<file path="config.mk">
export PLATFORM = sky130hd
export DESIGN_NAME = acc_control
export DESIGN_NICKNAME = d
export VERILOG_FILES = /design/src/acc_pkg.sv /design/src/acc_control.sv
export SDC_FILE = /design/constraint.sdc
export NUM_CORES = 1
export LEC_CHECK = 0
export BUFFER_PORTS_ARGS = -buffer_cell sky130_fd_sc_hd__buf_2
export CAP_MARGIN = 10
export CORE_MARGIN = 4
export CORE_UTILIZATION = 35
export CTS_CLUSTER_SIZE = 25
export DETAILED_ROUTE_END_ITERATION = 10
export HOLD_SLACK_MARGIN = 0.06
export SYNTH_ARGS = -nofsm -noshare
export SYNTH_HDL_FRONTEND = slang
export SYNTH_SLANG_ARGS = --single-unit
</file>
<file path="constraint.sdc">
create_clock -name sys_clk -period 2.8 [get_ports sys_clk]
set_clock_uncertainty 0.05 [all_clocks]
set_input_delay 0.28 -clock sys_clk [delete_from_list [all_inputs] [get_ports sys_clk]]
set_output_delay 0.28 -clock sys_clk [all_outputs]
set_load 0.05 [all_outputs]
</file>
<file path="src/acc_pkg.sv">
/*
 Package for the comparator control block: register offsets,
 field positions, reset values, phase codes, states and carrier structs.
 Assumes a 32-bit APB with byte addresses and 8-bit registers.
*/
package acc_pkg;

	// Register byte offsets
	localparam logic [7:0] ACC_OFF_COMP_ONE = 8'h00;
	localparam logic [7:0] ACC_OFF_COMP_TWO = 8'h04;
	localparam logic [7:0] ACC_OFF_TWO_AUX = 8'h08;
	localparam logic [7:0] ACC_OFF_FLAG = 8'h0C;
	localparam logic [7:0] ACC_OFF_ENABLE = 8'h10;
	localparam logic [7:0] ACC_OFF_INTCTL = 8'h14;

	// Field positions in the control register
	localparam int ACC_BIT_ON = 7;
	localparam int ACC_BIT_RESULT = 6;
	localparam int ACC_BIT_INVERT = 4;
	localparam int ACC_BIT_UNUSED = 3;

	// Field positions in the interrupt control register
	localparam int ACC_BIT_GLOBAL = 7;
	localparam int ACC_BIT_PERIPH = 6;

	// Writable bits of the auxiliary register
	localparam logic [7:0] ACC_AUX_WMASK = 8'h03;

	// Reset values
	localparam logic [7:0] ACC_RST_CTRL = 8'h00;
	localparam logic [7:0] ACC_RST_AUX = 8'h00;
	localparam logic [1:0] ACC_RST_FLAG = 2'h0;
	localparam logic [1:0] ACC_RST_PHASE = 2'h0;

	// Instruction clock phases, one per system clock
	localparam logic [1:0] ACC_PH_FIRST = 2'h0;
	localparam logic [1:0] ACC_PH_SECOND = 2'h1;

	// Sleep and wake sequencing
	typedef enum logic [1:0] {
		ACC_RUN = 2'b00,
		ACC_SLEEP = 2'b01,
		ACC_NEXT = 2'b10,
		ACC_ISR = 2'b11
	} acc_state_e;

	// Control register layout
	typedef struct packed {
		logic on;
		logic result;
		logic pin_drive;
		logic invert;
		logic unused;
		logic ref_select;
		logic [1:0] channel_select;
	} acc_ctrl_s;

	// APB request from the master
	typedef struct packed {
		logic psel;
		logic penable;
		logic pwrite;
		logic [7:0] paddr;
		logic [31:0] pwdata;
	} acc_apb_req_s;

	// APB answer to the master
	typedef struct packed {
		logic pready;
		logic pslverr;
		logic [31:0] prdata;
	} acc_apb_rsp_s;

endpackage : acc_pkg

</file>
<file path="src/acc_control.sv">
/*
 Digital control of a two-channel analog comparator unit: control
 registers, polarity, change detection, interrupt flags and sleep wake.
 Assumes raw comparator results arrive asynchronously from the analog
 side, and a core that reports entry to sleep and follows resume strobes.
*/
// Notes on behaviour
// - Change during a control read may lose flag
// - Enabled comparator keeps working during sleep
// - Clearing on bit turns only that comparator off
// - Output change wakes sleep when both enables set
// - Instruction after sleep runs first on wake
// - Global enable then enters interrupt service
// - Reset returns all comparator registers to zero
// - Invert bit 4 inverts reported result
// - Result bit 6 follows input compare, polarity
// - Flag set on mismatch edge, first phase sample
// - Control read or write clears the mismatch
module acc_control (
	// Clock, reset, enable
	input wire logic sys_clk,
	input wire logic rst,
	input wire logic ce,
	// APB slave
	input wire acc_pkg::acc_apb_req_s apb_req,
	output acc_pkg::acc_apb_rsp_s apb_rsp,
	// Raw comparator outputs from the analog side
	input wire logic [1:0] comp_raw,
	// Core sleep handshake
	input wire logic sleep_enter,
	output logic core_asleep,
	output logic resume_next,
	output logic isr_request,
	// Interrupt and result pins
	output logic irq,
	output logic [1:0] result_pin,
	output logic [1:0] result_pin_oe
);
	import acc_pkg::*;

	// Control registers, index 0 is the first comparator
	acc_ctrl_s ctrl [2];
	// Auxiliary register of the second comparator
	logic [7:0] two_aux;
	// Sticky flags, enables, interrupt control bits
	logic [1:0] irq_flag;
	logic [1:0] irq_enable;
	logic global_irq_enable;
	logic peripheral_irq_enable;
	// Synchroniser stages for the raw results
	logic [1:0] cmp_s1;
	logic [1:0] cmp_s2;
	// Mismatch latches and previous mismatch
	logic [1:0] phase_latch;
	logic [1:0] read_latch;
	logic [1:0] mm_prev;
	// Phase counter and sequencing state
	logic [1:0] phase;
	acc_state_e state;
	acc_state_e next_state;
	// Registered read data
	logic [31:0] rdata;

	// Combinational helpers
	logic [1:0] comp_result;
	logic [1:0] mismatch;
	logic [1:0] mm_rise;
	logic setup;
	logic access;
	logic wr;
	logic mapped;
	logic ctrl_touch [2];
	logic wake_cond;

	// Read value of a control register with live result, bit 3 zero
	function automatic logic [7:0] ctrl_value(acc_ctrl_s c, logic res);
		acc_ctrl_s v;
		v = c;
		v.result = res;
		v.unused = 1'b0;
		return v;
	endfunction : ctrl_value

	// Address decode against the mapped offsets
	function automatic logic is_mapped(logic [7:0] a);
		return (a == ACC_OFF_COMP_ONE) || (a == ACC_OFF_COMP_TWO)
			|| (a == ACC_OFF_TWO_AUX) || (a == ACC_OFF_FLAG)
			|| (a == ACC_OFF_ENABLE) || (a == ACC_OFF_INTCTL);
	endfunction : is_mapped

	// Bus phases; the slave answers in the first access cycle
	assign setup = apb_req.psel & ~apb_req.penable;
	assign access = apb_req.psel & apb_req.penable & ce;
	assign wr = access & apb_req.pwrite;
	assign mapped = is_mapped(apb_req.paddr);
	// A write starts with a read, so any control access clears the mismatch
	assign ctrl_touch[0] = access & (apb_req.paddr == ACC_OFF_COMP_ONE);
	assign ctrl_touch[1] = access & (apb_req.paddr == ACC_OFF_COMP_TWO);

	// Reported result: off reads low, polarity applied
	always_comb begin
		for (int i = 0; i < 2; i++) begin
			comp_result[i] = ctrl[i].on & (cmp_s2[i] ^ ctrl[i].invert);
		end
	end

	// Mismatch is the XOR of the two latches; the flag wants its edge
	assign mismatch = phase_latch ^ read_latch;
	assign mm_rise = mismatch & ~mm_prev;

	// Wake needs a flagged, enabled comparator and the peripheral enable
	assign wake_cond = |(irq_flag & irq_enable) & peripheral_irq_enable;

	// Two-flop synchroniser for the asynchronous analog results
	always_ff @(posedge sys_clk or posedge rst) begin
		if (rst) begin
			cmp_s1 <= 2'h0;
			cmp_s2 <= 2'h0;
		end else if (ce) begin
			cmp_s1 <= comp_raw;
			cmp_s2 <= cmp_s1;
		end
	end

	// Instruction phase counter, four system clocks per instruction
	always_ff @(posedge sys_clk or posedge rst) begin
		if (rst) begin
			phase <= ACC_RST_PHASE;
		end else if (ce) begin
			phase <= phase + 2'h1;
		end
	end

	// Control registers; the result bit is never stored
	always_ff @(posedge sys_clk or posedge rst) begin
		if (rst) begin
			ctrl[0] <= ACC_RST_CTRL;
			ctrl[1] <= ACC_RST_CTRL;
		end else begin
			for (int i = 0; i < 2; i++) begin
				// Each comparator is written on its own offset only
				if (ctrl_touch[i] && apb_req.pwrite) begin
					ctrl[i] <= ctrl_value(acc_ctrl_s'(apb_req.pwdata[7:0]), 1'b0);
				end
			end
		end
	end

	// Auxiliary register; only its low bits hold state
	always_ff @(posedge sys_clk or posedge rst) begin
		if (rst) begin
			two_aux <= ACC_RST_AUX;
		end else if (wr && apb_req.paddr == ACC_OFF_TWO_AUX) begin
			two_aux <= apb_req.pwdata[7:0] & ACC_AUX_WMASK;
		end
	end

	// Enables and interrupt control bits
	always_ff @(posedge sys_clk or posedge rst) begin
		if (rst) begin
			irq_enable <= 2'h0;
			global_irq_enable <= 1'b0;
			peripheral_irq_enable <= 1'b0;
		end else if (wr) begin
			if (apb_req.paddr == ACC_OFF_ENABLE) begin
				irq_enable <= apb_req.pwdata[1:0];
			end
			if (apb_req.paddr == ACC_OFF_INTCTL) begin
				global_irq_enable <= apb_req.pwdata[ACC_BIT_GLOBAL];
				peripheral_irq_enable <= apb_req.pwdata[ACC_BIT_PERIPH];
			end
		end
	end

	// Mismatch latches: one samples every first phase, one on access
	always_ff @(posedge sys_clk or posedge rst) begin
		if (rst) begin
			phase_latch <= 2'h0;
			read_latch <= 2'h0;
			mm_prev <= 2'h0;
		end else if (ce) begin
			// Runs on regardless of sleep, so changes are still seen
			if (phase == ACC_PH_FIRST) begin
				phase_latch <= comp_result;
			end
			for (int i = 0; i < 2; i++) begin
				// A change caught here in the same cycle as the first phase sample is absorbed and never flags
				if (ctrl_touch[i]) begin
					read_latch[i] <= comp_result[i];
				end
			end
			mm_prev <= mismatch;
		end
	end

	// Sticky flags: set on the mismatch edge, write one to clear
	always_ff @(posedge sys_clk or posedge rst) begin
		if (rst) begin
			irq_flag <= ACC_RST_FLAG;
		end else if (ce) begin
			// Set wins over a clear in the same cycle
			if (wr && apb_req.paddr == ACC_OFF_FLAG) begin
				irq_flag <= (irq_flag & ~apb_req.pwdata[1:0]) | mm_rise;
			end else begin
				irq_flag <= irq_flag | mm_rise;
			end
		end
	end

	// Sleep sequencing: wake, one instruction, then maybe the ISR
	always_comb begin
		next_state = state;
		case (state)
			ACC_RUN: begin
				if (sleep_enter) begin
					next_state = ACC_SLEEP;
				end
			end
			ACC_SLEEP: begin
				if (wake_cond) begin
					next_state = ACC_NEXT;
				end
			end
			ACC_NEXT: begin
				// Following instruction always runs before service
				next_state = global_irq_enable ? ACC_ISR : ACC_RUN;
			end
			ACC_ISR: begin
				next_state = ACC_RUN;
			end
			default: begin
				next_state = ACC_RUN;
			end
		endcase
	end

	// State register
	always_ff @(posedge sys_clk or posedge rst) begin
		if (rst) begin
			state <= ACC_RUN;
		end else if (ce) begin
			state <= next_state;
		end
	end

	// Read data is captured in the setup cycle
	always_ff @(posedge sys_clk or posedge rst) begin
		if (rst) begin
			rdata <= 32'h0;
		end else if (ce && setup) begin
			case (apb_req.paddr)
				ACC_OFF_COMP_ONE: rdata <= {24'h0, ctrl_value(ctrl[0], comp_result[0])};
				ACC_OFF_COMP_TWO: rdata <= {24'h0, ctrl_value(ctrl[1], comp_result[1])};
				ACC_OFF_TWO_AUX: rdata <= {24'h0, comp_result, two_aux[5:0]};
				ACC_OFF_FLAG: rdata <= {30'h0, irq_flag};
				ACC_OFF_ENABLE: rdata <= {30'h0, irq_enable};
				ACC_OFF_INTCTL: rdata <= {24'h0, global_irq_enable,
					peripheral_irq_enable, 6'h0};
				default: rdata <= 32'h0;
			endcase
		end
	end

	// APB answer in one assignment, so the struct has a single driver
	// Unmapped offsets answer with an error
	assign apb_rsp = '{
		pready: access,
		pslverr: access & ~mapped,
		prdata: rdata
	};

	// Core-facing strobes decoded from the state register
	assign core_asleep = (state == ACC_SLEEP);
	assign resume_next = (state == ACC_NEXT);
	assign isr_request = (state == ACC_ISR);

	// Level interrupt needs flag, enable, peripheral and global enable
	assign irq = wake_cond & global_irq_enable;

	// Result pins drive only while the comparator is on
	// Registered so the pads never see a glitch from the polarity gate
	always_ff @(posedge sys_clk or posedge rst) begin
		if (rst) begin
			result_pin <= 2'h0;
			result_pin_oe <= 2'h0;
		end else if (ce) begin
			result_pin <= comp_result;
			result_pin_oe[0] <= ctrl[0].pin_drive & ctrl[0].on;
			result_pin_oe[1] <= ctrl[1].pin_drive & ctrl[1].on;
		end
	end

	// Read of the first control shows the live polarity result
	chk_result_read: assert property (@(posedge sys_clk) disable iff (rst)
		ce && setup && !apb_req.pwrite && apb_req.paddr == ACC_OFF_COMP_ONE
		|=> apb_rsp.prdata[ACC_BIT_RESULT]
			== ($past(cmp_s2[0] ^ ctrl[0].invert) & $past(ctrl[0].on)))
		else $error("result bit does not follow input and polarity");

	// Inverting swaps the reported value of a running comparator
	chk_invert_swaps: assert property (@(posedge sys_clk) disable iff (rst)
		ctrl[0].on && ctrl[0].invert |-> comp_result[0] == !cmp_s2[0])
		else $error("invert bit does not invert the result");

	// A mismatch edge sets the flag on the next edge
	chk_flag_set: assert property (@(posedge sys_clk) disable iff (rst)
		ce && mm_rise[0] |=> irq_flag[0])
		else $error("mismatch edge did not set the flag");

	// An access reloads the read latch with the live result
	chk_access_clear: assert property (@(posedge sys_clk) disable iff (rst)
		ctrl_touch[1] |=> read_latch[1] == $past(comp_result[1]))
		else $error("control access did not clear the mismatch");

	// Turning one off leaves the other alone
	chk_off_alone: assert property (@(posedge sys_clk) disable iff (rst)
		wr && apb_req.paddr == ACC_OFF_COMP_ONE && !apb_req.pwdata[ACC_BIT_ON]
		|=> !ctrl[0].on && $stable(ctrl[1].on))
		else $error("clearing on bit misbehaved");

	// After reset both comparators are off and the flags clear
	chk_reset_off: assert property (@(posedge sys_clk) disable iff (rst)
		$past(rst) |-> !ctrl[0].on && !ctrl[1].on && two_aux == ACC_RST_AUX
			&& irq_flag == ACC_RST_FLAG)
		else $error("reset did not clear the registers");

	// Phase sampling continues while asleep
	chk_sleep_track: assert property (@(posedge sys_clk) disable iff (rst)
		ce && state == ACC_SLEEP && phase == ACC_PH_FIRST
		|=> phase_latch == $past(comp_result))
		else $error("comparator stopped tracking during sleep");

	// Wake condition in sleep leaves sleep on the next edge
	chk_wake: assert property (@(posedge sys_clk) disable iff (rst)
		ce && core_asleep && wake_cond |=> resume_next)
		else $error("enabled change did not wake the device");

	// Service is entered only straight after the resume step
	chk_next_first: assert property (@(posedge sys_clk) disable iff (rst)
		$rose(isr_request) |-> $past(resume_next))
		else $error("service entered before the following instruction");

	// Global enable at the resume step leads into service
	chk_isr_entry: assert property (@(posedge sys_clk) disable iff (rst)
		ce && resume_next && global_irq_enable |=> isr_request)
		else $error("global enable did not lead into service");

	// Unused bit reads zero in every read of the second control
	chk_unused_zero: assert property (@(posedge sys_clk) disable iff (rst)
		ce && setup && apb_req.paddr == ACC_OFF_COMP_TWO
		|=> apb_rsp.prdata[ACC_BIT_UNUSED] == 1'b0)
		else $error("unused bit does not read zero");

endmodule : acc_control

</file>
==> results.cfg, run 1 <==
[status]
status = completed

[final_layout]
fillers = 677
final_cell_mix = dfrtp_1, buf_2, conb_1
drive_above_1_share_pct = 33.9
layout_commonest_cell = dfrtp_1
area_growth_pct = 12.2
reg.largest.list = ctrl x12, rdata x7
final_area_sq_um = 2710
largest_reg_flops = 12
regMostFlops = ctrl
fin_nets = 307
antennaDiodeCount = 0

[timing]
worst_slew_margin_rel_pct = 48.6
min_period_ns = 1.76
finalMaxSlewViolations = 0
worst_pin_slew_ns = 0.766
min_period_over_period_pct = 62.9
hold_viol = 0
max_freq_mhz = 568
finalSetupViolCount = 0
fin_tns_setup_ns = 0
rsz0062_at_grt = false

[setup_path]
crit_type = reg2out
rrSetupSlack_ns = 1.48
worst_setup_path_end_kind = output port
arrival_ns = 1.43
cp.required_ns = 2.47
crit_fanout = 3
crit_path_start_kind = flip-flop

[power]
swShare_pct = 28.7
vdd_drop_max_mv = 0.248
p_switching_mw = 0.403
p_per_area_nw_per_um2 = 518
seqPwrFrac_pct = 50.0
power_frac_clock_pct = 33.9
p_comb_share_pct = 16.1
intPower_mw = 1.00
p_leak_nw = 1.35

[clock_network]
cts_tree = built
holdBufCountCts = 1
cts_max_level = 2
cts_root_buf = clkbuf_8
clk_path_buf_depth = 2
cts_setup_buffers = 0
clkSlewWorstSetupHoldPaths_ns = 0.08
ctsResizeCount = 0
cts_buffers = 5
cts_sinks = 45
clock_latency_ns = 0.30

[synthesis]
syn_area_per_cell_sq_um = 11.3
synth_cell_types = 42
netlist_area_sq_um = 2410
synth-seq-cells = 45
synth.yosys.seq_area_share_pct = 46.7
syn_inst = 214
synth_warnings = 0

[floorplan]
start_util_pct = 35.7
dieArea_sq_um = 8290
die_y_um = 91.0
rows = 30
ios = 91
coreArea_sq_um = 6760
die_w_um = 91.0

[placement]
port_buffers = 40
dpl.hpwl_um = 3800
place.gp.congestion = 0.819
post_dp_cell_area_sq_um = 2590

[grt]
globalRouteTotalUtil_pct = 12.7
grt_max_degree = 27
grt_pass1_vias = 1659
grt.overflow.total = 0
grt_antenna_before_repair = 0
grt_pass1_wl_um = 8470

[route]
wl_met2_um = 2110
m1WireLength_um = 2520
dr.max_layer_used = met4
num_vias = 1643
postRouteAntennaNets = 0
routed_wl_um = 5020
wl_met3_um = 342
drtIter0Drc = 65
via_per_inst = 4.88
drc = 0
wl_per_cell_um = 14.9
drtPass1Iterations = 4

[flow_run]
cap_violations = 0

[min_path]
min_path_type = in2reg
Yosys cell counts:
library cell	number	share of area, %
o211ai_1	2	0.62
a31o_2	1	0.36
nor3b_1	2	0.62
nand4b_1	1	0.36
nor4_2	1	0.52
buf_4	26	8.1
nand2b_4	1	0.57
nand2_2	1	0.26
nand2_1	12	1.9
nor4_4	1	0.88
a2bb2oi_1	1	0.36
clkbuf_1	2	0.31
nand3b_1	1	0.31
and3_4	1	0.47
mux2_2	23	11
and3b_1	1	0.36
ha_1	1	0.52
nor3_1	2	0.41
buf_8	1	0.62
nand4_1	8	2.1
mux2_4	6	3.7
conb_1	1	0.16
a32oi_1	1	0.36
a21o_1	1	0.31
a22o_1	2	0.73
a32o_1	3	1.2
inv_1	10	1.6
a31oi_1	1	0.26
nor4b_2	1	0.62
dfrtp_1	45	47
and2_4	1	0.36
o21ai_0	12	2.5
nand3_1	5	1.0
mux2i_1	6	2.5
buf_1	1	0.16
xor2_1	5	1.8
buf_2	2	0.41
and2_1	7	1.8
a21oi_1	2	0.41
nor2b_1	7	1.8
nor2_1	4	0.62
a22oi_1	2	0.62
critical path, cell delays in order (launching register included):
cell,delay [ns]
dfrtp_1,0.42
a22oi_1,0.24
nor2b_1,0.11
and2_1,0.17
buf_2,0.20
per-layer routing:
metal,vias up,track usage (%)
met1,792,18.1
met2,62,19.1
met5,-,0
met3,5,3.31
li1,784,-
met4,0,3.39
power groups by stage:
stage / combinational, mW / sequential (mW) / clock [mW]
after floorplan: 0.203 / 0.709 / 0
after global placement: 0.223 / 0.713 / 0
after detailed placement: 0.227 / 0.715 / 0
after CTS: 0.229 / 0.702 / 0.492
after global routing: 0.250 / 0.706 / 0.518
final: 0.226 / 0.702 / 0.476
layout make-up:
| class | instances | area, sq um | area share [%] |
|---|---|---|---|
| inverter | 10 | 37.5 | 1.39 |
| tap | 80 | 100 | 3.70 |
| clock inverter | 2 | 35.0 | 1.29 |
| clock buffer | 5 | 68.8 | 2.54 |
| multi-input combinational | 151 | 1110 | 40.9 |
| timing repair buffer | 44 | 233 | 8.59 |
| sequential | 45 | 1130 | 41.6 |
per-stage QoR:
stage	setup WS [ns]	power, mW	hold WS, ns	instances	util [%]
floorplan	0.969	0.912	0.378	238	-
global placement	0.943	0.936	0.299	329	38.4
detailed placement	0.893	0.943	0.307	329	38.4
CTS	1.02	1.42	0.150	337	40.1
global route	0.971	1.47	0.156	337	40.1
finish	1.04	1.40	0.162	337	40.1
cell families (layout without fill, tap and decap cells):
logic type,after synthesis,in the layout,synth area share (%)
AND/OR/NAND/NOR,57,57,15.0
flip-flops,45,45,46.7
buffers and inverters,42,61,11.1
multiplexers,35,35,17.0
AO/OA/AOI/OAI,28,28,7.78
XOR/XNOR,5,5,1.81
adder cells (fa/ha/maj),1,1,0.518
other,1,25,0.155
path summary, 6_finish.rpt:
path,start,to,depth (start not counted)
setup reg to reg,ctrl[4]$_DFFE_PP0P_,rdata[7]$_DFFE_PP0P_,4
min in group asynchronous,rst,ctrl[2]$_DFFE_PP0P_,3
max in group asynchronous,rst,read_latch[0]$_DFFE_PP0P_,4
setup / recovery,irq_flag[1]$_DFFE_PP0P_,irq,4
hold reg to reg,phase[0]$_DFFE_PP0P_,phase[0]$_DFFE_PP0P_,1
hold / removal,comp_raw[0],cmp_s1[0]$_DFFE_PP0P_,2
Power figures use the tool's default switching activity.
==> run 2, diff against run 1 <==
- clock period: 2.8 -> 1.5 ns (I/O delays scaled with it)
==> run 2 against run 1 <==
Non-clock buffer count grew 24. Largest power group unchanged. Setup slack got worse by 1.0 ns. Sequential cell count did not move. Hold slack got worse by 0.066 ns. Combinational power grew 110%. Sequential power rose by 87%. Core utilization up 3.6 points.
==> results.cfg, run 2 (synthesis results as in run 1) <==
[power]
p_per_area_nw_per_um2 = 916
vdd_drop_max_mv = 0.485
p_leak_nw = 1.47

[final_layout]
reg.largest.list = ctrl x12, rdata x7
largest_reg_flops = 12
antennaDiodeCount = 0
area_growth_pct = 22.2
drive_above_1_share_pct = 39.0
fin_nets = 331
final_cell_mix = dfrtp_1, buf_2, conb_1
regMostFlops = ctrl
final_area_sq_um = 2950
layout_commonest_cell = dfrtp_1

[timing]
min_period_ns = 1.47
finalSetupViolCount = 0
worst_pin_slew_ns = 0.597
worst_slew_margin_rel_pct = 59.9
max_freq_mhz = 678
fin_tns_setup_ns = 0
min_period_over_period_pct = 98.3
finalMaxSlewViolations = 0
hold_viol = 0
rsz0062_at_grt = true

[status]
status = completed

[clock_network]
cts_buffers = 5
cts_max_level = 2
cts_sinks = 45
cts_tree = built
cts_root_buf = clkbuf_8
clk_path_buf_depth = 2
clkSlewWorstSetupHoldPaths_ns = 0.08
clock_latency_ns = 0.30

[grt]
globalRouteTotalUtil_pct = 12.7
grt.overflow.total = 0
grt_max_degree = 31
grt_pass1_vias = 1710
grt_pass1_wl_um = 8450
grt_antenna_before_repair = 0

[setup_path]
crit_fanout = 3
arrival_ns = 1.27
cp.required_ns = 1.30
crit_path_start_kind = flip-flop
worst_setup_path_end_kind = output port
timing.rr.start = irq_enable[1]$_DFFE_PP0P_
rrSetupSlack_ns = 0.17
endpoint = irq
worstReg2RegEnd = state[1]$_DFFE_PP0P_
startpoint = irq_enable[1]$_DFFE_PP0P_
crit_type = reg2out
worst_r2r_path_depth = 5

[placement]
dpl.hpwl_um = 3840
place.gp.congestion = 0.820
post_dp_cell_area_sq_um = 2720
port_buffers = 40

[floorplan]
start_util_pct = 35.7
die_w_um = 91.0
rows = 30
dieArea_sq_um = 8290
ios = 91
die_y_um = 91.0
coreArea_sq_um = 6760

[route]
num_vias = 1693
wl_per_cell_um = 13.9
drtPass1Iterations = 4
postRouteAntennaNets = 0
drtIter0Drc = 98
via_per_inst = 4.68
drc = 0
routed_wl_um = 5050

[min_path]
min_path_type = in2reg
min-delay-start = apb_req[7]

[flow_run]
cap_violations = 0
==> run 2: cell types whose count changed in the layout (fill, tap and decap cells not counted), sizes merged <==
cell         before  now
buf              43   61
clkbuf            5    6
dlygate4sd3       1    7
==> run 2: report_power, final <==
part           switching [mW]  internal [mW]
Clock                   0.421          0.500
Combinational           0.322          0.151
Sequential             0.0362           1.27
==> run 2: area by class of cell <==
type | count | area [sq um]
Fill cell | 649 | 3810
Multi-Input combinational cell | 151 | 1130
Sequential cell | 45 | 1130
Timing Repair Buffer | 68 | 447
Tap cell | 80 | 100
Clock buffer | 6 | 72.6
Clock inverter | 2 | 38.8
Inverter | 10 | 37.5
==> run 2: critical path, stage by stage, from the launching register on <==
cell	delay, ns
dfrtp_1	0.41
a22oi_2	0.22
nor2b_2	0.07
and2_4	0.14
buf_6	0.14
==> run 2: worst min path at each step <==
stage                                       to  depth (start not counted)
final                      ctrl[7]$_DFFE_PP0P_                          2
after global routing       ctrl[7]$_DFFE_PP0P_                          2
after CTS                  ctrl[7]$_DFFE_PP0P_                          2
after detailed placement  rdata[2]$_DFFE_PP0P_                          2
after global placement    rdata[2]$_DFFE_PP0P_                          2
after floorplan            ctrl[0]$_DFFE_PP0P_                          1
==> run 2: metal layers <==
metal	up-vias	track usage [%]	share of wire, %
li1	835	-	-
met2	64	19.3	44
met5	-	0	0
met1	787	17.6	48
met4	0	4.15	1.2
met3	7	3.31	6.8
==> run 2: what timing repair did <==
item                                    in CTS  in global routing
hold buffers                                 7                  0
resized for setup                            5                  0
endpoints found under the setup margin       1                  1
buffers inserted                             2                  2
pin swaps                                    2                  1
hold endpoints to repair                    24                  0
==> run 2: metrics by stage <==
step	worst slack [ns]	utilization, %	hold WS [ns]	std cells	power, mW
floorplan	0.0296	-	0.248	238	1.70
global placement	-0.0807	40.3	0.121	343	1.77
detailed placement	-0.0784	40.3	0.123	343	1.79
CTS	0.00729	43.4	0.0742	360	2.73
global route	-0.0278	43.6	0.0713	362	2.84
finish	0.0257	43.6	0.0963	362	2.70
